<file path="src/design/lsmb_pkg.sv">
// constants and register map for the limit status and mask bank
//
// Contract
// - a set bit in pin_bank_upper_mask blocks that upper pin's interrupt
// - pin_bank_upper_mask is all zero after reset
// - signed trim is added to each internal temperature result
// - internal_temp_reading is read-only, latest corrected internal result
// - status first bit0 flags remote_diode_one out of window last conversion
// - bit0 also set once when overtemp_mode engages on remote_diode_one
// - bit0 set once more when remote_diode_one falls 5 C below limit
// - bit1 flags remote_diode_two, or analog_in_nine in voltage mode
// - bit1 set once on remote_diode_two overtemp entry and once on exit; an exit forced by voltage mode leaves bit1 unset
// - bits 2..7 flag standby, main 3v3, 5v, cpu core, 12v, -12v rails
// - second status bits 0..7 flag analog inputs 0..7 out of window
// - first status register is read-only and zero after reset
package lsmb_pkg;

  // ****************************************
  // bus shape
  // ****************************************
  localparam int WB_ADR_W = 8;
  localparam int WB_DAT_W = 32;
  localparam int REG_W    = 8;
  localparam int IDX_W    = 6;

  // ****************************************
  // register indices (byte address = 4 * index)
  // ****************************************
  localparam logic [IDX_W-1:0] IDX_PIN_MASK   = 6'h1d;
  localparam logic [IDX_W-1:0] IDX_TRIM       = 6'h1e;
  localparam logic [IDX_W-1:0] IDX_READING    = 6'h1f;
  localparam logic [IDX_W-1:0] IDX_STAT_FIRST = 6'h20;
  localparam logic [IDX_W-1:0] IDX_STAT_AIN   = 6'h21;
  localparam logic [IDX_W-1:0] IDX_PIN_PEND   = 6'h24;
  localparam logic [IDX_W-1:0] IDX_LIM_PEND   = 6'h25;
  localparam logic [IDX_W-1:0] IDX_LIM_MASK   = 6'h26;

  // ****************************************
  // reset values
  // ****************************************
  localparam logic [REG_W-1:0] RST_REG = 8'h00;

  // ****************************************
  // converter channel codes
  // ****************************************
  localparam int CHAN_W = 5;
  localparam logic [CHAN_W-1:0] CH_DIODE_ONE = 5'h00;
  localparam logic [CHAN_W-1:0] CH_DIODE_TWO = 5'h01;
  localparam logic [CHAN_W-1:0] CH_RAIL_LAST = 5'h07;
  localparam logic [CHAN_W-1:0] CH_AIN_FIRST = 5'h08;
  localparam logic [CHAN_W-1:0] CH_AIN_LAST  = 5'h0f;
  localparam logic [CHAN_W-1:0] CH_INT_TEMP  = 5'h10;

  // ****************************************
  // limit event pending bits
  // ****************************************
  localparam int LP_FIRST = 0;
  localparam int LP_AIN   = 1;
  localparam int LP_OT    = 2;

  // overtemp exit hysteresis in degrees
  localparam logic [8:0] OT_HYST_C = 9'h005;

endpackage

</file>
<file path="src/design/lsmb_bank.sv">
// limit status, upper pin mask and internal temperature register bank
module lsmb_bank (
  input  wire logic                          clk_i,
  input  wire logic                          rst_i,
  // classic wishbone slave
  input  wire logic                          cyc_i,
  input  wire logic                          stb_i,
  input  wire logic                          we_i,
  input  wire logic [lsmb_pkg::WB_ADR_W-1:0] adr_i,
  input  wire logic [3:0]                    sel_i,
  input  wire logic [lsmb_pkg::WB_DAT_W-1:0] dat_i,
  output logic      [lsmb_pkg::WB_DAT_W-1:0] dat_o,
  output logic                               ack_o,
  // converter results, same clock
  input  wire logic                          conv_valid_i,
  input  wire logic [lsmb_pkg::CHAN_W-1:0]   conv_chan_i,
  input  wire logic [lsmb_pkg::REG_W-1:0]    conv_value_i,
  input  wire logic [lsmb_pkg::REG_W-1:0]    limit_high_i,
  input  wire logic [lsmb_pkg::REG_W-1:0]    limit_low_i,
  input  wire logic [lsmb_pkg::REG_W-1:0]    ot_limit_i,
  input  wire logic                          diode_two_volt_i,
  // upper pin bank levels, asynchronous
  input  wire logic [7:0]                    pin_bank_upper_i,
  output logic [1:0]                         overtemp_mode_o,
  output logic                               irq_o
);
  import lsmb_pkg::*;

  // ****************************************
  // declarations
  // ****************************************
  logic [REG_W-1:0] pin_mask;
  logic [REG_W-1:0] trim;
  logic [REG_W-1:0] reading;
  logic [REG_W-1:0] stat_first;
  logic [REG_W-1:0] stat_ain;
  logic [REG_W-1:0] pin_pend;
  logic [REG_W-1:0] lim_pend;
  logic [REG_W-1:0] lim_mask;
  logic [7:0]       pin_s1;
  logic [7:0]       pin_s2;
  logic [7:0]       pin_s3;
  logic [7:0]       pin_evt;
  logic [IDX_W-1:0] idx;
  logic             bus_req;
  logic             wr_lo;
  logic             oow;
  logic             is_signed;
  logic             ot_mode_one;
  logic             ot_mode_two;
  logic             eng_one;
  logic             rel_one;
  logic             eng_two;
  logic             rel_two;
  logic             smp_one;
  logic             smp_two;
  logic             ot_evt;
  logic [REG_W-1:0] corrected;
  logic [REG_W-1:0] next_stat_first;
  logic [REG_W-1:0] next_stat_ain;
  logic [REG_W-1:0] next_dat;

  // saturating add of a signed trim to a signed result
  function automatic logic [7:0] trim_add(input logic [7:0] v,
                                          input logic [7:0] t);
    logic signed [8:0] s;
    s = $signed({v[7], v}) + $signed({t[7], t});
    if (s > 9'sd127)
      trim_add = 8'h7f;
    else if (s < -9'sd128)
      trim_add = 8'h80;
    else
      trim_add = s[7:0];
  endfunction

  // one-hot strobe of a channel inside a register
  function automatic logic [7:0] chan_bit(input logic [2:0] b);
    chan_bit = 8'h01 << b;
  endfunction

  // ****************************************
  // wishbone slave
  // ****************************************
  assign idx     = adr_i[WB_ADR_W-1:2];
  assign bus_req = cyc_i && stb_i && !ack_o;
  assign wr_lo   = cyc_i && stb_i && ack_o && we_i && sel_i[0]; // ack edge

  // one wait state, ack drops the cycle after it was given
  always_ff @(posedge clk_i) begin
    if (rst_i)
      ack_o <= 1'b0;
    else
      ack_o <= bus_req;
  end

  // read mux, unmapped and reserved read as zero
  always_comb begin
    next_dat = RST_REG;
    unique case (idx)
      IDX_PIN_MASK:   next_dat = pin_mask;
      IDX_TRIM:       next_dat = trim;
      IDX_READING:    next_dat = reading;
      IDX_STAT_FIRST: next_dat = stat_first;
      IDX_STAT_AIN:   next_dat = stat_ain;
      IDX_PIN_PEND:   next_dat = pin_pend;
      IDX_LIM_PEND:   next_dat = lim_pend;
      IDX_LIM_MASK:   next_dat = lim_mask;
      default:        next_dat = RST_REG;
    endcase
  end

  // read data registered with the ack
  always_ff @(posedge clk_i) begin
    if (rst_i)
      dat_o <= '0;
    else if (bus_req && !we_i)
      dat_o <= {{(WB_DAT_W-REG_W){1'b0}}, next_dat};
  end

  // ****************************************
  // writable control registers
  // ****************************************
  // upper pin mask, zero at reset leaves every pin unmasked
  always_ff @(posedge clk_i) begin
    if (rst_i)
      pin_mask <= RST_REG;
    else if (wr_lo && idx == IDX_PIN_MASK)
      pin_mask <= dat_i[REG_W-1:0];
  end

  // internal temperature trim, signed
  always_ff @(posedge clk_i) begin
    if (rst_i)
      trim <= RST_REG;
    else if (wr_lo && idx == IDX_TRIM)
      trim <= dat_i[REG_W-1:0];
  end

  // mask of the limit event pending bits
  always_ff @(posedge clk_i) begin
    if (rst_i)
      lim_mask <= RST_REG;
    else if (wr_lo && idx == IDX_LIM_MASK)
      lim_mask <= dat_i[REG_W-1:0];
  end

  // ****************************************
  // conversion results
  // ****************************************
  // remote channel two is unsigned when it measures a voltage
  assign is_signed = (conv_chan_i == CH_DIODE_ONE) ||
                     (conv_chan_i == CH_INT_TEMP) ||
                     (conv_chan_i == CH_DIODE_TWO && !diode_two_volt_i);

  // the internal result is corrected before storage and compare
  assign corrected = trim_add(conv_value_i, trim);

  lsmb_window_cmp u_cmp (
    .value_i  (conv_chan_i == CH_INT_TEMP ? corrected : conv_value_i),
    .high_i   (limit_high_i),
    .low_i    (limit_low_i),
    .signed_i (is_signed),
    .out_o    (oow)
  );

  assign smp_one = conv_valid_i && conv_chan_i == CH_DIODE_ONE;
  assign smp_two = conv_valid_i && conv_chan_i == CH_DIODE_TWO;

  lsmb_overtemp u_ot_one (
    .clk_i     (clk_i),
    .rst_i     (rst_i),
    .sample_i  (smp_one),
    .enable_i  (1'b1),
    .value_i   (conv_value_i),
    .limit_i   (ot_limit_i),
    .mode_o    (ot_mode_one),
    .engage_o  (eng_one),
    .release_o (rel_one)
  );

  // no overtemp tracking while channel two reads a voltage
  lsmb_overtemp u_ot_two (
    .clk_i     (clk_i),
    .rst_i     (rst_i),
    .sample_i  (smp_two),
    .enable_i  (!diode_two_volt_i),
    .value_i   (conv_value_i),
    .limit_i   (ot_limit_i),
    .mode_o    (ot_mode_two),
    .engage_o  (eng_two),
    .release_o (rel_two)
  );

  assign overtemp_mode_o = {ot_mode_two, ot_mode_one};
  assign ot_evt = eng_one || rel_one || eng_two || rel_two;

  // each conversion rewrites only its own channel's bit
  always_comb begin
    next_stat_first = stat_first;
    next_stat_ain   = stat_ain;
    if (conv_valid_i && conv_chan_i <= CH_RAIL_LAST) begin
      if (oow || ot_evt)
        next_stat_first = stat_first | chan_bit(conv_chan_i[2:0]);
      else
        next_stat_first = stat_first & ~chan_bit(conv_chan_i[2:0]);
    end
    if (conv_valid_i && conv_chan_i >= CH_AIN_FIRST &&
        conv_chan_i <= CH_AIN_LAST) begin
      if (oow)
        next_stat_ain = stat_ain | chan_bit(conv_chan_i[2:0]);
      else
        next_stat_ain = stat_ain & ~chan_bit(conv_chan_i[2:0]);
    end
  end

  // status is hardware-owned, bus writes never reach it
  always_ff @(posedge clk_i) begin
    if (rst_i) begin
      stat_first <= RST_REG;
      stat_ain   <= RST_REG;
    end else begin
      stat_first <= next_stat_first;
      stat_ain   <= next_stat_ain;
    end
  end

  // latest corrected internal temperature, read-only
  always_ff @(posedge clk_i) begin
    if (rst_i)
      reading <= RST_REG;
    else if (conv_valid_i && conv_chan_i == CH_INT_TEMP)
      reading <= corrected;
  end

  // ****************************************
  // upper pin events and interrupts
  // ****************************************
  // two-flop synchroniser, the third flop only feeds the edge detect
  always_ff @(posedge clk_i) begin
    if (rst_i) begin
      pin_s1 <= 8'h00;
      pin_s2 <= 8'h00;
      pin_s3 <= 8'h00;
    end else begin
      pin_s1 <= pin_bank_upper_i;
      pin_s2 <= pin_s1;
      pin_s3 <= pin_s2;
    end
  end

  assign pin_evt = pin_s2 & ~pin_s3;

  // sticky, cleared by writing one; a new event wins over the clear
  always_ff @(posedge clk_i) begin
    if (rst_i)
      pin_pend <= RST_REG;
    else if (wr_lo && idx == IDX_PIN_PEND)
      pin_pend <= (pin_pend & ~dat_i[REG_W-1:0]) | pin_evt;
    else
      pin_pend <= pin_pend | pin_evt;
  end

  // limit events: new flag in either status, or overtemp change
  always_ff @(posedge clk_i) begin
    if (rst_i)
      lim_pend <= RST_REG;
    else if (wr_lo && idx == IDX_LIM_PEND)
      lim_pend <= (lim_pend & ~dat_i[REG_W-1:0]) |
                  {5'h00, ot_evt, |(next_stat_ain & ~stat_ain),
                   |(next_stat_first & ~stat_first)};
    else
      lim_pend <= lim_pend |
                  {5'h00, ot_evt, |(next_stat_ain & ~stat_ain),
                   |(next_stat_first & ~stat_first)};
  end

  // level output, a masked pin never raises it
  assign irq_o = |(pin_pend & ~pin_mask) || |(lim_pend & ~lim_mask);

  // ****************************************
  // checks
  // ****************************************
  property p_pin_mask_gate;
    @(posedge clk_i) disable iff (rst_i)
    (lim_pend & ~lim_mask) == 8'h00 && (pin_pend & ~pin_mask) == 8'h00
      |-> !irq_o;
  endproperty
  a_pin_mask_gate: assert property (p_pin_mask_gate)
    else $error("interrupt raised by a masked source");

  property p_mask_reset;
    @(posedge clk_i) disable iff (rst_i)
    $fell(rst_i) |-> pin_mask == 8'h00 && stat_first == 8'h00;
  endproperty
  a_mask_reset: assert property (p_mask_reset)
    else $error("mask or status not zero after reset");

  property p_int_reading;
    @(posedge clk_i) disable iff (rst_i)
    conv_valid_i && conv_chan_i == CH_INT_TEMP
      |=> reading == trim_add($past(conv_value_i), $past(trim));
  endproperty
  a_int_reading: assert property (p_int_reading)
    else $error("internal reading not trimmed result");

  property p_diode_one;
    @(posedge clk_i) disable iff (rst_i)
    smp_one && (oow || eng_one || rel_one) |=> stat_first[0];
  endproperty
  a_diode_one: assert property (p_diode_one)
    else $error("remote one status bit not set");

  property p_diode_two;
    @(posedge clk_i) disable iff (rst_i)
    smp_two |=> stat_first[1] == $past(oow || eng_two || rel_two);
  endproperty
  a_diode_two: assert property (p_diode_two)
    else $error("remote two status bit wrong");

  property p_rails;
    @(posedge clk_i) disable iff (rst_i)
    conv_valid_i && conv_chan_i > CH_DIODE_TWO &&
      conv_chan_i <= CH_RAIL_LAST
      |=> stat_first[$past(conv_chan_i[2:0])] == $past(oow);
  endproperty
  a_rails: assert property (p_rails)
    else $error("rail status bit wrong");

  property p_ain;
    @(posedge clk_i) disable iff (rst_i)
    conv_valid_i && conv_chan_i >= CH_AIN_FIRST &&
      conv_chan_i <= CH_AIN_LAST
      |=> stat_ain[$past(conv_chan_i[2:0])] == $past(oow);
  endproperty
  a_ain: assert property (p_ain)
    else $error("analog input status bit wrong");

  property p_stat_ro;
    @(posedge clk_i) disable iff (rst_i)
    !conv_valid_i |=> $stable(stat_first) && $stable(stat_ain);
  endproperty
  a_stat_ro: assert property (p_stat_ro)
    else $error("status changed without a conversion");

  property p_ack;
    @(posedge clk_i) disable iff (rst_i)
    cyc_i && stb_i && !ack_o |=> ack_o ##1 !ack_o;
  endproperty
  a_ack: assert property (p_ack)
    else $error("ack not a single cycle after request");

endmodule

</file>
<file path="src/design/lsmb_overtemp.sv">
// overtemp mode tracker of one remote channel with exit hysteresis
module lsmb_overtemp (
  input  wire logic                       clk_i,
  input  wire logic                       rst_i,
  input  wire logic                       sample_i,
  input  wire logic                       enable_i,
  input  wire logic [lsmb_pkg::REG_W-1:0] value_i,
  input  wire logic [lsmb_pkg::REG_W-1:0] limit_i,
  output logic                            mode_o,
  output logic                            engage_o,
  output logic                            release_o
);
  import lsmb_pkg::*;

  logic signed [8:0] val_s;
  logic signed [8:0] lim_s;

  // temperatures are two's complement degrees
  assign val_s = $signed({value_i[7], value_i});
  assign lim_s = $signed({limit_i[7], limit_i});

  // one pulse on entry, one on exit 5 below the limit
  assign engage_o  = sample_i && enable_i && !mode_o && (val_s > lim_s);
  assign release_o = sample_i && enable_i && mode_o &&
                     (val_s <= lim_s - $signed(OT_HYST_C));

  // mode drops at once if the channel leaves temperature use
  always_ff @(posedge clk_i) begin
    if (rst_i)
      mode_o <= 1'b0;
    else if (!enable_i || release_o)
      mode_o <= 1'b0;
    else if (engage_o)
      mode_o <= 1'b1;
  end

  property p_ot_engage;
    @(posedge clk_i) disable iff (rst_i)
    engage_o |=> mode_o;
  endproperty
  a_ot_engage: assert property (p_ot_engage)
    else $error("overtemp mode not entered after engage");

  property p_ot_release;
    @(posedge clk_i) disable iff (rst_i)
    release_o |=> !mode_o ##0 !release_o;
  endproperty
  a_ot_release: assert property (p_ot_release)
    else $error("overtemp mode still set after release");

endmodule

</file>
<file path="src/design/lsmb_window_cmp.sv">
// out-of-window compare of one conversion result against its limits
module lsmb_window_cmp (
  input  wire logic [lsmb_pkg::REG_W-1:0] value_i,
  input  wire logic [lsmb_pkg::REG_W-1:0] high_i,
  input  wire logic [lsmb_pkg::REG_W-1:0] low_i,
  input  wire logic                       signed_i,
  output logic                            out_o
);
  import lsmb_pkg::*;

  // sign or zero extend so temps and volts share one comparator
  function automatic logic signed [8:0] ext9(input logic [7:0] v,
                                             input logic s);
    ext9 = $signed({s & v[7], v});
  endfunction

  // above high or below low
  always_comb begin
    out_o = (ext9(value_i, signed_i) > ext9(high_i, signed_i)) ||
            (ext9(value_i, signed_i) < ext9(low_i, signed_i));
  end

endmodule

</file>
<file path="config.mk">
export PLATFORM = sky130hd
export DESIGN_NAME = lsmb_bank
export DESIGN_NICKNAME = d
export VERILOG_FILES = /design/src/design/lsmb_pkg.sv /design/src/design/lsmb_bank.sv /design/src/design/lsmb_overtemp.sv /design/src/design/lsmb_window_cmp.sv
export SDC_FILE = /design/constraint.sdc
export NUM_CORES = 1
export LEC_CHECK = 0
export ABC_AREA = 0
export BUFFER_PORTS_ARGS = -buffer_cell sky130_fd_sc_hd__buf_2
export CAP_MARGIN = 20
export CORE_MARGIN = 2
export CORE_UTILIZATION = 37
export DETAILED_ROUTE_END_ITERATION = 16
export GPL_TIMING_DRIVEN = 0
export SLEW_MARGIN = 20
export SYNTH_ARGS = -nofsm -noshare
export SYNTH_HDL_FRONTEND = slang
export SYNTH_SLANG_ARGS = --single-unit
</file>
<file path="constraint.sdc">
create_clock -name clk_i -period 4.3 [get_ports clk_i]
set_clock_uncertainty 0.1 [all_clocks]
set_input_delay 0.645 -clock clk_i [delete_from_list [all_inputs] [get_ports clk_i]]
set_output_delay 0.645 -clock clk_i [all_outputs]
set_load 0.1 [all_outputs]
</file>
==> run summary, run 1 <==
WS Path Type: in2reg
# IOs: 132
final hold violations: 0
Placer Congestion: 0.9291
most common cell after layout, fill and taps aside: dfxtp_1
Fill cells: 1,674
crit path time final: 4.147 ns
Layout Utilization: 45.06%
Routed Antenna Nets: 0
Max rail drop VDD: 0.0002250 V
WL/cell: 15.57 um
final worst-path cycle share: 96.44%
GR met3 Demand/Resource: 4.037%
EDFF count, synth: 0
CTS Root Cell: clkbuf_16
die width: 132.3 um
Post-route DRC: 0
CP Capture Type: flop
hold crit path type: reg2reg
ys flop type: dfxtp_1
leakage: 2.979 nW
clk sinks: 99
Synth area leader: dfxtp_1
Seq/Total Area, Yosys: 32.53%
syn avg cell area: 8.145 um2
power per cell area: 310.5 mW/mm2
HPWL after DPL: 13.08 mm
post-place setup slack: -0.7769 ns
M2 GR Usage: 30.61%
YS warnings: 0
Synth Register Bits: 99
largest cells by area after synthesis: dfxtp_1, ha_1, a21oi_1
type of origin of the critical path: input port
TritonCTS clock tree: done
IO buf count: 76
final net count: 1,000
Post-Synthesis Cells: 748
critical-path cell list: buf_2 > ha_1 > fa_1 > a211oi_2 > nor3_1 > o22ai_2 > nand3_2 > o21ai_1 > o21ai_0 > ha_1 > a21o_1 > a211o_1 > o221ai_1 > a21oi_2 > nor3_4 > buf_12 > a311oi_2
Max-Cap Viols: 0
status: completed
Die Y-Extent: 132.3 um
max-slew headroom at the worst pin: 28.55%
final setup fails: 0
grt met1 use: 25.86%
final non-filler cell total: 1,081
CP arrival: 4.25 ns
Area growth syn-to-layout: 18.34%
GRT Util Overall: 19.00%
Synth cell types: 68
Pre-antenna DRT Iters: 4
Max Slew Vio Count: 0
via count: 5,566
crit path max fanout: 7
grt total ovfl: 0
post-route setup slack: 0.1530 ns
maximum number of pins on one net before global-route repair: 19
die area: 0.01751 mm2
first-pass GRT wire length: 26.61 mm
vias in the first global route: 5,188
placed insts: 1,063
final wirelength: 16.83 mm
layout cells sized above 1: 18.84%
TritonCTS Buffers: 9
Clock Path Buffers: 2
Async SR Flop Fraction: 0%
share of the synthesized area in the top cell type: 32.53%
Mapped Area: 0.006092 mm2
Max Fclk: 241.1 MHz
H-tree depth: 3
RSZ-0062 raised after global routing: yes
CORE AREA: 0.01600 mm2
Hold Slack: 0.3324 ns
Via density: 5.149
Starting Density: 38.07%
CTS clock-pin slew for the worst setup and hold paths: 0.07 ns
clk_lat worst skew: 0.35 ns
CP most frequent cell: ha_1
slowest stage delay, CP: 0.48 ns
n_diodes: 0
Crit-path slowest cell: fa_1
initial DRC count: 431
Least-Margin Pin Slew: 1.064 ns
initial antenna violation count: 0
Req. time, crit path: 4.41 ns
commonest cells after routing, fill and taps aside: dfxtp_1, buf_2, nand2_1
# rows: 46
grt peak-use layer: met2
-- worst paths after layout --
check,startpoint,end,slack (ns),depth (start not counted)
worst max-delay path,conv_value_i[0],stat_first[1]$_SDFF_PP0_,0.15,17
worst min-delay path,pin_s1[7]$_SDFF_PP0_,pin_s2[7]$_SDFF_PP0_,0.33,1
worst max register to register,trim[0]$_SDFFE_PP0P_,stat_first[1]$_SDFF_PP0_,0.22,16
worst min register to register,pin_s1[7]$_SDFF_PP0_,pin_s2[7]$_SDFF_PP0_,0.33,1
-- cell families (layout without fill, tap and decap cells) --
| kind of cell | count (synthesis) | in the layout | share of synthesized area, % |
|---|---|---|---|
| AND/OR/NAND/NOR | 255 | 255 | 20.54 |
| buffers and inverters | 109 | 203 | 8.667 |
| AO/OA/AOI/OAI | 194 | 194 | 20.72 |
| XOR/XNOR | 11 | 11 | 1.582 |
| flip-flops | 99 | 99 | 32.53 |
| adder cells (fa/ha/maj) | 44 | 44 | 9.160 |
| multiplexers | 35 | 35 | 6.737 |
| other | 1 | 24 | 0.06156 |
-- where the power goes --
group          internal [mW]  switching (mW)
sequential             0.934         0.00956
combinational          0.153           0.309
clock                  0.460           0.373
total                   1.55           0.691
-- synthesized netlist by cell type (3+ instances only) --
cell type,count
a22oi_1,9
ha_1,43
a221oi_1,3
o21bai_1,11
nor3_1,19
nand2b_1,10
mux2i_1,23
dfxtp_1,99
nand3b_1,4
mux2_2,8
a21oi_1,66
inv_1,51
and2_1,3
a21o_1,6
xnor2_1,8
nor2_1,68
nand3_1,11
clkbuf_1,22
o21ai_0,32
buf_4,26
nor4_1,4
and3_1,3
buf_1,3
nand4_1,6
a31oi_1,4
nand2_1,72
mux4_2,4
buf_2,5
nor3_2,3
a211oi_1,19
xor2_1,3
o22ai_1,20
nor2b_1,39
-- per-stage QoR --
stage	power [mW]	area, um2	TNS [ns]
4_1_cts	2.243	7164	0
3_5_place_dp	1.408	6829	-11.29
3_3_place_gp	1.406	6829	-10.86
6_report	2.238	7209	0
5_1_grt	2.337	7209	-0.1881
2_1_floorplan	1.292	6178	0
-- layout make-up --
class | count | area (um2) | share of cell area (%)
plain buffers | 58 | 344.1 | 4.773
clock buffers | 9 | 225.2 | 3.124
clock inverters | 7 | 82.58 | 1.145
inverters | 51 | 191.4 | 2.655
multi-input cells | 563 | 3706 | 51.41
flip-flops and latches | 99 | 1982 | 27.49
well taps | 216 | 270.3 | 3.749
repair buffers | 78 | 407.9 | 5.658
-- critical path, delay by kind of cell --
family	cells	cell delay, ns
buffers and inverters	2	0.26
AND/OR/NAND/NOR	3	0.54
AO/OA/AOI/OAI	9	1.74
adder cells (fa/ha/maj)	3	1.05
-- repair_timing --
action	in CTS	in global routing
hold buffers	0	0
resized for setup	5	11
hold endpoints to repair	0	0
setup buffers	1	1
endpoints found under the setup margin	17	18
pin swaps	2	1
-- per-layer routing --
layer / vias to the layer above / share of wire [%] / wire, um
li1: 2822 / - / -
met1: 2537 / 46 / 7793
met2: 187 / 46 / 7718
met3: 20 / 6.4 / 1079
met4: 0 / 1.4 / 244
met5: - / 0 / 0
Note: power is estimated with default switching activity, not from simulation.
==> run 2: changes to the inputs <==
SETUP_SLACK_MARGIN = 0.3   (was unset)
==> run summary, run 2 (same netlist as run 1, synthesis figures left out) <==
final hold violations: 0 (unchanged)
TritonCTS clock tree: done (unchanged)
Area growth syn-to-layout: 21.71% (was 18.34%)
final net count: 1,009 (was 1,000)
Pre-antenna DRT Iters: 5 (was 4)
post-route setup slack: 0.3902 ns (was 0.1530 ns)
CTS Root Cell: clkbuf_16 (unchanged)
type of origin of the critical path: input port (unchanged)
max-slew headroom at the worst pin: 24.91% (was 28.55%)
commonest cells after routing, fill and taps aside: dfxtp_1, buf_2, nand2_1 (unchanged)
n_diodes: 0 (unchanged)
power per cell area: 307.4 mW/mm2 (was 310.5 mW/mm2)
Max Slew Vio Count: 0 (unchanged)
Post-route DRC: 0 (unchanged)
Placer Congestion: 0.9176 (was 0.9291)
final worst-path cycle share: 90.92% (was 96.44%)
initial DRC count: 357 (was 431)
Max-Cap Viols: 0 (unchanged)
grt total ovfl: 0 (unchanged)
leakage: 3.036 nW (was 2.979 nW)
# rows: 46 (unchanged)
Layout Utilization: 46.34% (was 45.06%)
Starting Density: 38.07% (unchanged)
clk_lat worst skew: 0.35 ns (about the same)
RSZ-0062 raised after global routing: yes (unchanged)
GRT Util Overall: 19.28% (was 19.00%)
crit path time final: 3.910 ns (was 4.147 ns)
Max Fclk: 255.8 MHz (was 241.1 MHz)
clk sinks: 99 (unchanged)
Least-Margin Pin Slew: 1.118 ns (was 1.064 ns)
die width: 132.3 um (unchanged)
hold crit path type: reg2reg (unchanged)
CP Capture Type: flop (unchanged)
HPWL after DPL: 13.09 mm (was 13.08 mm)
crit path max fanout: 10 (was 7)
via count: 5,589 (was 5,566)
hold_buf cts: 0 (unchanged)
IO buf count: 76 (unchanged)
WL/cell: 15.44 um (was 15.57 um)
CTS clock-pin slew for the worst setup and hold paths: 0.07 ns (about the same)
post-place setup slack: -0.5297 ns (was -0.7769 ns)
final wirelength: 16.83 mm (about the same)
vias in the first global route: 5,369 (was 5,188)
WS Path Type: in2reg (unchanged)
# IOs: 132 (unchanged)
H-tree depth: 3 (unchanged)
Clock Path Buffers: 2 (unchanged)
die area: 0.01751 mm2 (unchanged)
final setup fails: 0 (unchanged)
Via density: 5.128 (was 5.149)
Req. time, crit path: 4.47 ns (was 4.41 ns)
layout cells sized above 1: 21.62% (was 18.84%)
first-pass GRT wire length: 27.33 mm (was 26.61 mm)
initial antenna violation count: 0 (unchanged)
TritonCTS Buffers: 9 (unchanged)
most common cell after layout, fill and taps aside: dfxtp_1 (unchanged)
Die Y-Extent: 132.3 um (unchanged)
Max rail drop VDD: 0.0002222 V (was 0.0002250 V)
CP arrival: 4.08 ns (was 4.25 ns)
CORE AREA: 0.01600 mm2 (unchanged)
status: completed (unchanged)
Routed Antenna Nets: 0 (unchanged)
maximum number of pins on one net before global-route repair: 16 (was 19)
==> run 2: routing by layer <==
layer  global-route usage, %  up-vias  wire length (um)
met3                   3.691       22               911
met2                   30.76      158              7667
li1                        -     2830                 -
met1                   26.94     2579              8012
met4                   4.659        0               234
met5                       0        -                 0
==> run 2: final cells by class <==
| cell class | count | area [um2] |
|---|---|---|
| buffer | 58 | 347.8 |
| clock buffer | 12 | 236.5 |
| clock inverter | 4 | 75.07 |
| fill | 1648 | 8586 |
| inverter | 51 | 191.4 |
| multi-input combinational | 563 | 3836 |
| sequential | 99 | 1982 |
| tap | 216 | 270.3 |
| timing repair buffer | 87 | 475.5 |
==> run 2: power breakdown <==
part	switching [mW]	total [mW]	internal, mW
sequential	0.00906	0.943	0.934
combinational	0.319	0.483	0.163
clock	0.343	0.854	0.511
==> run 2: metrics by stage <==
stage	power, mW	hold WS (ns)	std cells	instance area (um2)	TNS [ns]
3_5_place_dp	1.408	0.3220	1063	6835	-7.878
3_3_place_gp	1.405	0.3194	1063	6835	-7.486
5_1_grt	2.377	0.3430	1090	7415	0
2_1_floorplan	1.292	0.3138	771	6185	0
6_report	2.280	0.3310	1090	7415	0
4_1_cts	2.270	0.3334	1080	7219	0
==> run 2: repair_timing <==
action	CTS	global route
gates resized for setup	18	28
setup buffers	1	10
pin swaps	2	12
endpoints found under the setup margin	18	18
==> run 2: worst paths after layout <==
kind	startpoint	end	slack [ns]	cells past startpoint
min reg2reg	pin_s1[3]$_SDFF_PP0_	pin_s2[3]$_SDFF_PP0_	0.33	1
min	pin_s1[3]$_SDFF_PP0_	pin_s2[3]$_SDFF_PP0_	0.33	1
max reg2reg	trim[0]$_SDFFE_PP0P_	stat_first[3]$_SDFF_PP0_	0.47	19
max	conv_value_i[0]	stat_first[3]$_SDFF_PP0_	0.39	20
==> run 2: critical path: stages <==
cell and delay [ns]:
buf_2 0.12, ha_2 0.22, fa_2 0.44, a211oi_4 0.25
nor3_2 0.08, o22ai_2 0.20, buf_4 0.17, a21oi_4 0.06
buf_4 0.18, a21oi_4 0.12, o21ai_2 0.08, ha_1 0.19
a21o_1 0.18, a21o_1 0.18, a21oi_2 0.15, o211ai_1 0.09
a32o_1 0.23, buf_6 0.15, buf_6 0.15, a211oi_2 0.17
==> run 3: changes to the inputs <==
BUFFER_PORTS_ARGS = unset   (was -buffer_cell sky130_fd_sc_hd__buf_2)
DONT_BUFFER_PORTS = 1   (was unset)
==> run summary, run 3 (same netlist as run 1, synthesis figures left out) <==
status: completed (unchanged)
hold crit path type: in2reg (was reg2reg)
critical-path cell list: ha_4 > fa_2 > a211oi_4 > nor3_2 > o22ai_4 > nand3_4 > a21oi_4 > o21ai_1 > ha_1 > nand3_1 > o31a_1 > o22ai_2 > a21oi_4 > buf_4 > nor3_1 > a211oi_2 (was buf_2 > ha_2 > fa_2 > a211oi_4 > nor3_2 > o22ai_2 > buf_4 > a21oi_4 > buf_4 > a21oi_4 > o21ai_2 > ha_1 > a21o_1 > a21o_1 > a21oi_2 > o211ai_1 > a32o_1 > buf_6 > buf_6 > a211oi_2)
final worst-path cycle share: 89.65% (was 90.92%)
via count: 5,243 (was 5,589)
most common cell after layout, fill and taps aside: dfxtp_1 (unchanged)
H-tree depth: 3 (unchanged)
crit path max fanout: 10 (unchanged)
Crit-path slowest cell: fa_2 (unchanged)
met3 WL: 1.047 mm (was 911 um)
Clock Path Buffers: 2 (unchanged)
Post-route DRC: 0 (unchanged)
layout cells sized above 1: 14.07% (was 21.62%)
CP Capture Type: flop (unchanged)
Via density: 5.176 (was 5.128)
Req. time, crit path: 4.42 ns (was 4.47 ns)
type of origin of the critical path: flop (was input port)
DR top layer: met4 (unchanged)
leakage: 2.722 nW (was 3.036 nW)
commonest cells after routing, fill and taps aside: dfxtp_1, nand2_1, nor2_1 (was dfxtp_1, buf_2, nand2_1)
final net count: 931 (was 1,009)
GRT Util Overall: 18.51% (was 19.28%)
switch share: 30.55% (was 29.44%)
HPWL after DPL: 12.78 mm (was 13.09 mm)
Max Fclk: 259.4 MHz (was 255.8 MHz)
Fill cells: 1,677 (was 1,648)
vias in the first global route: 4,928 (was 5,369)
clk_lat worst skew: 0.36 ns (was 0.35 ns)
# IOs: 132 (unchanged)
final setup fails: 0 (unchanged)
Switch Pwr: 0.6749 mW (was 0.6712 mW)
Max Slew Vio Count: 0 (unchanged)
initial antenna violation count: 1 (was 0)
CP most frequent cell: a21oi_4
first-pass GRT wire length: 25.95 mm (was 27.33 mm)
final wirelength: 16.48 mm (was 16.83 mm)
crit path time final: 3.855 ns (was 3.910 ns)
slowest stage delay, CP: 0.43 ns (was 0.44 ns)
Starting Density: 38.07% (unchanged)
Met1 Routed Length: 7.720 mm (was 8.012 mm)
clk sinks: 99 (unchanged)
Area growth syn-to-layout: 15.24% (was 21.71%)
Pwr Total: 2.209 mW (was 2.280 mW)
CTS Root Cell: clkbuf_16 (unchanged)
Max-Cap Viols: 0 (unchanged)
Placer Congestion: 0.8699 (was 0.9176)
power per cell area: 314.7 mW/mm2 (was 307.4 mW/mm2)
TritonCTS Buffers: 9 (unchanged)
CP arrival: 3.98 ns (was 4.08 ns)
Least-Margin Pin Slew: 1.068 ns (was 1.118 ns)
TritonCTS clock tree: done (unchanged)
grt total ovfl: 0 (unchanged)
WL/cell: 16.27 um (was 15.44 um)
CTS clock-pin slew for the worst setup and hold paths: 0.07 ns (about the same)
die area: 0.01751 mm2 (unchanged)
Hold Slack: 0.2548 ns (was 0.3310 ns)
CORE AREA: 0.01600 mm2 (unchanged)
# rows: 46 (unchanged)
WS Path Type: reg2reg (was in2reg)
Reg power frac: 42.8% (was 41.4%)
Routed Antenna Nets: 0 (unchanged)
routed length on met2: 7.510 mm (was 7.667 mm)
IO buf count: 0 (was 76)
maximum number of pins on one net before global-route repair: 19 (was 16)
final hold violations: 0 (unchanged)
Pre-antenna DRT Iters: 4 (was 5)
clock share of power: 38.0% (was 37.4%)
Die Y-Extent: 132.3 um (unchanged)
combinational share of power: 19.2% (was 21.2%)
initial DRC count: 315 (was 357)
die width: 132.3 um (unchanged)
max-slew headroom at the worst pin: 28.60% (was 24.91%)
P_int: 1.534 mW (was 1.608 mW)
Max rail drop VDD: 0.0002018 V (was 0.0002222 V)
RSZ-0062 raised after global routing: no (was yes)
## run 3: area by class of cell
type | count | area (um2) | share of cell area, %
Antenna cell | 1 | 2.502 | 0.03564
Buffer | 58 | 340.3 | 4.848
Clock buffer | 9 | 225.2 | 3.208
Clock inverter | 7 | 82.58 | 1.176
Inverter | 51 | 191.4 | 2.727
Multi-Input combinational cell | 563 | 3857 | 54.95
Sequential cell | 99 | 1983 | 28.25
Tap cell | 216 | 270.3 | 3.850
Timing Repair Buffer | 9 | 67.56 | 0.9624
## run 3: per-layer routing
| layer | vias to the layer above | GRT usage, % |
|---|---|---|
| li1 | 2677 | - |
| met1 | 2421 | 25.43 |
| met2 | 126 | 29.40 |
| met3 | 19 | 4.075 |
| met4 | 0 | 4.958 |
| met5 | - | 0 |
## run 3: repair_timing
action,CTS,global route
buffers inserted,3,6
pin swaps,2,9
resized for setup,10,35
endpoints found under the setup margin,18,18
hold buffers,0,0
## run 3: power groups by stage
stage / clock network (mW) / logic (mW) / registers (mW)
3_3_place_gp: 0 / 0.386 / 0.967
4_1_cts: 0.854 / 0.397 / 0.946
2_1_floorplan: 0 / 0.328 / 0.964
3_5_place_dp: 0 / 0.387 / 0.967
6_report: 0.840 / 0.424 / 0.946
5_1_grt: 0.889 / 0.458 / 0.948
## run 3: path summary, 6_finish.rpt
kind | startpoint | endpoint | slack [ns] | cells past startpoint
worst max-delay path | trim[0]$_SDFFE_PP0P_ | stat_first[3]$_SDFF_PP0_ | 0.44 | 16
worst min register to register | pin_s1[2]$_SDFF_PP0_ | pin_s2[2]$_SDFF_PP0_ | 0.34 | 1
worst min-delay path | diode_two_volt_i | u_ot_two.mode_o$_SDFFE_PP0P_ | 0.25 | 1
worst max register to register | trim[0]$_SDFFE_PP0P_ | stat_first[3]$_SDFF_PP0_ | 0.44 | 16
## run 3: stage by stage
step	instances	setup slack, ns	utilization (%)	TNS (ns)	area (um2)
after detailed placement	987	-0.4228	40.34	-5.836	6455
final	1013	0.4448	43.88	0	7020
after global placement	987	-0.3802	40.34	-5.232	6455
after global routing	1012	0.2553	43.86	0	7018
after CTS	1006	0.2989	42.59	0	6814
after floorplan	771	0.3028	-	0	6185
## run 3: worst max-delay path: cells and delay by family (launching register included)
family	cells	cell delay [ns]
AOI/OAI and AO/OA	8	1.48
adders and majority gates	3	0.94
and+or+nand+nor	4	0.64
DFF	1	0.35
buffers and inverters	1	0.19
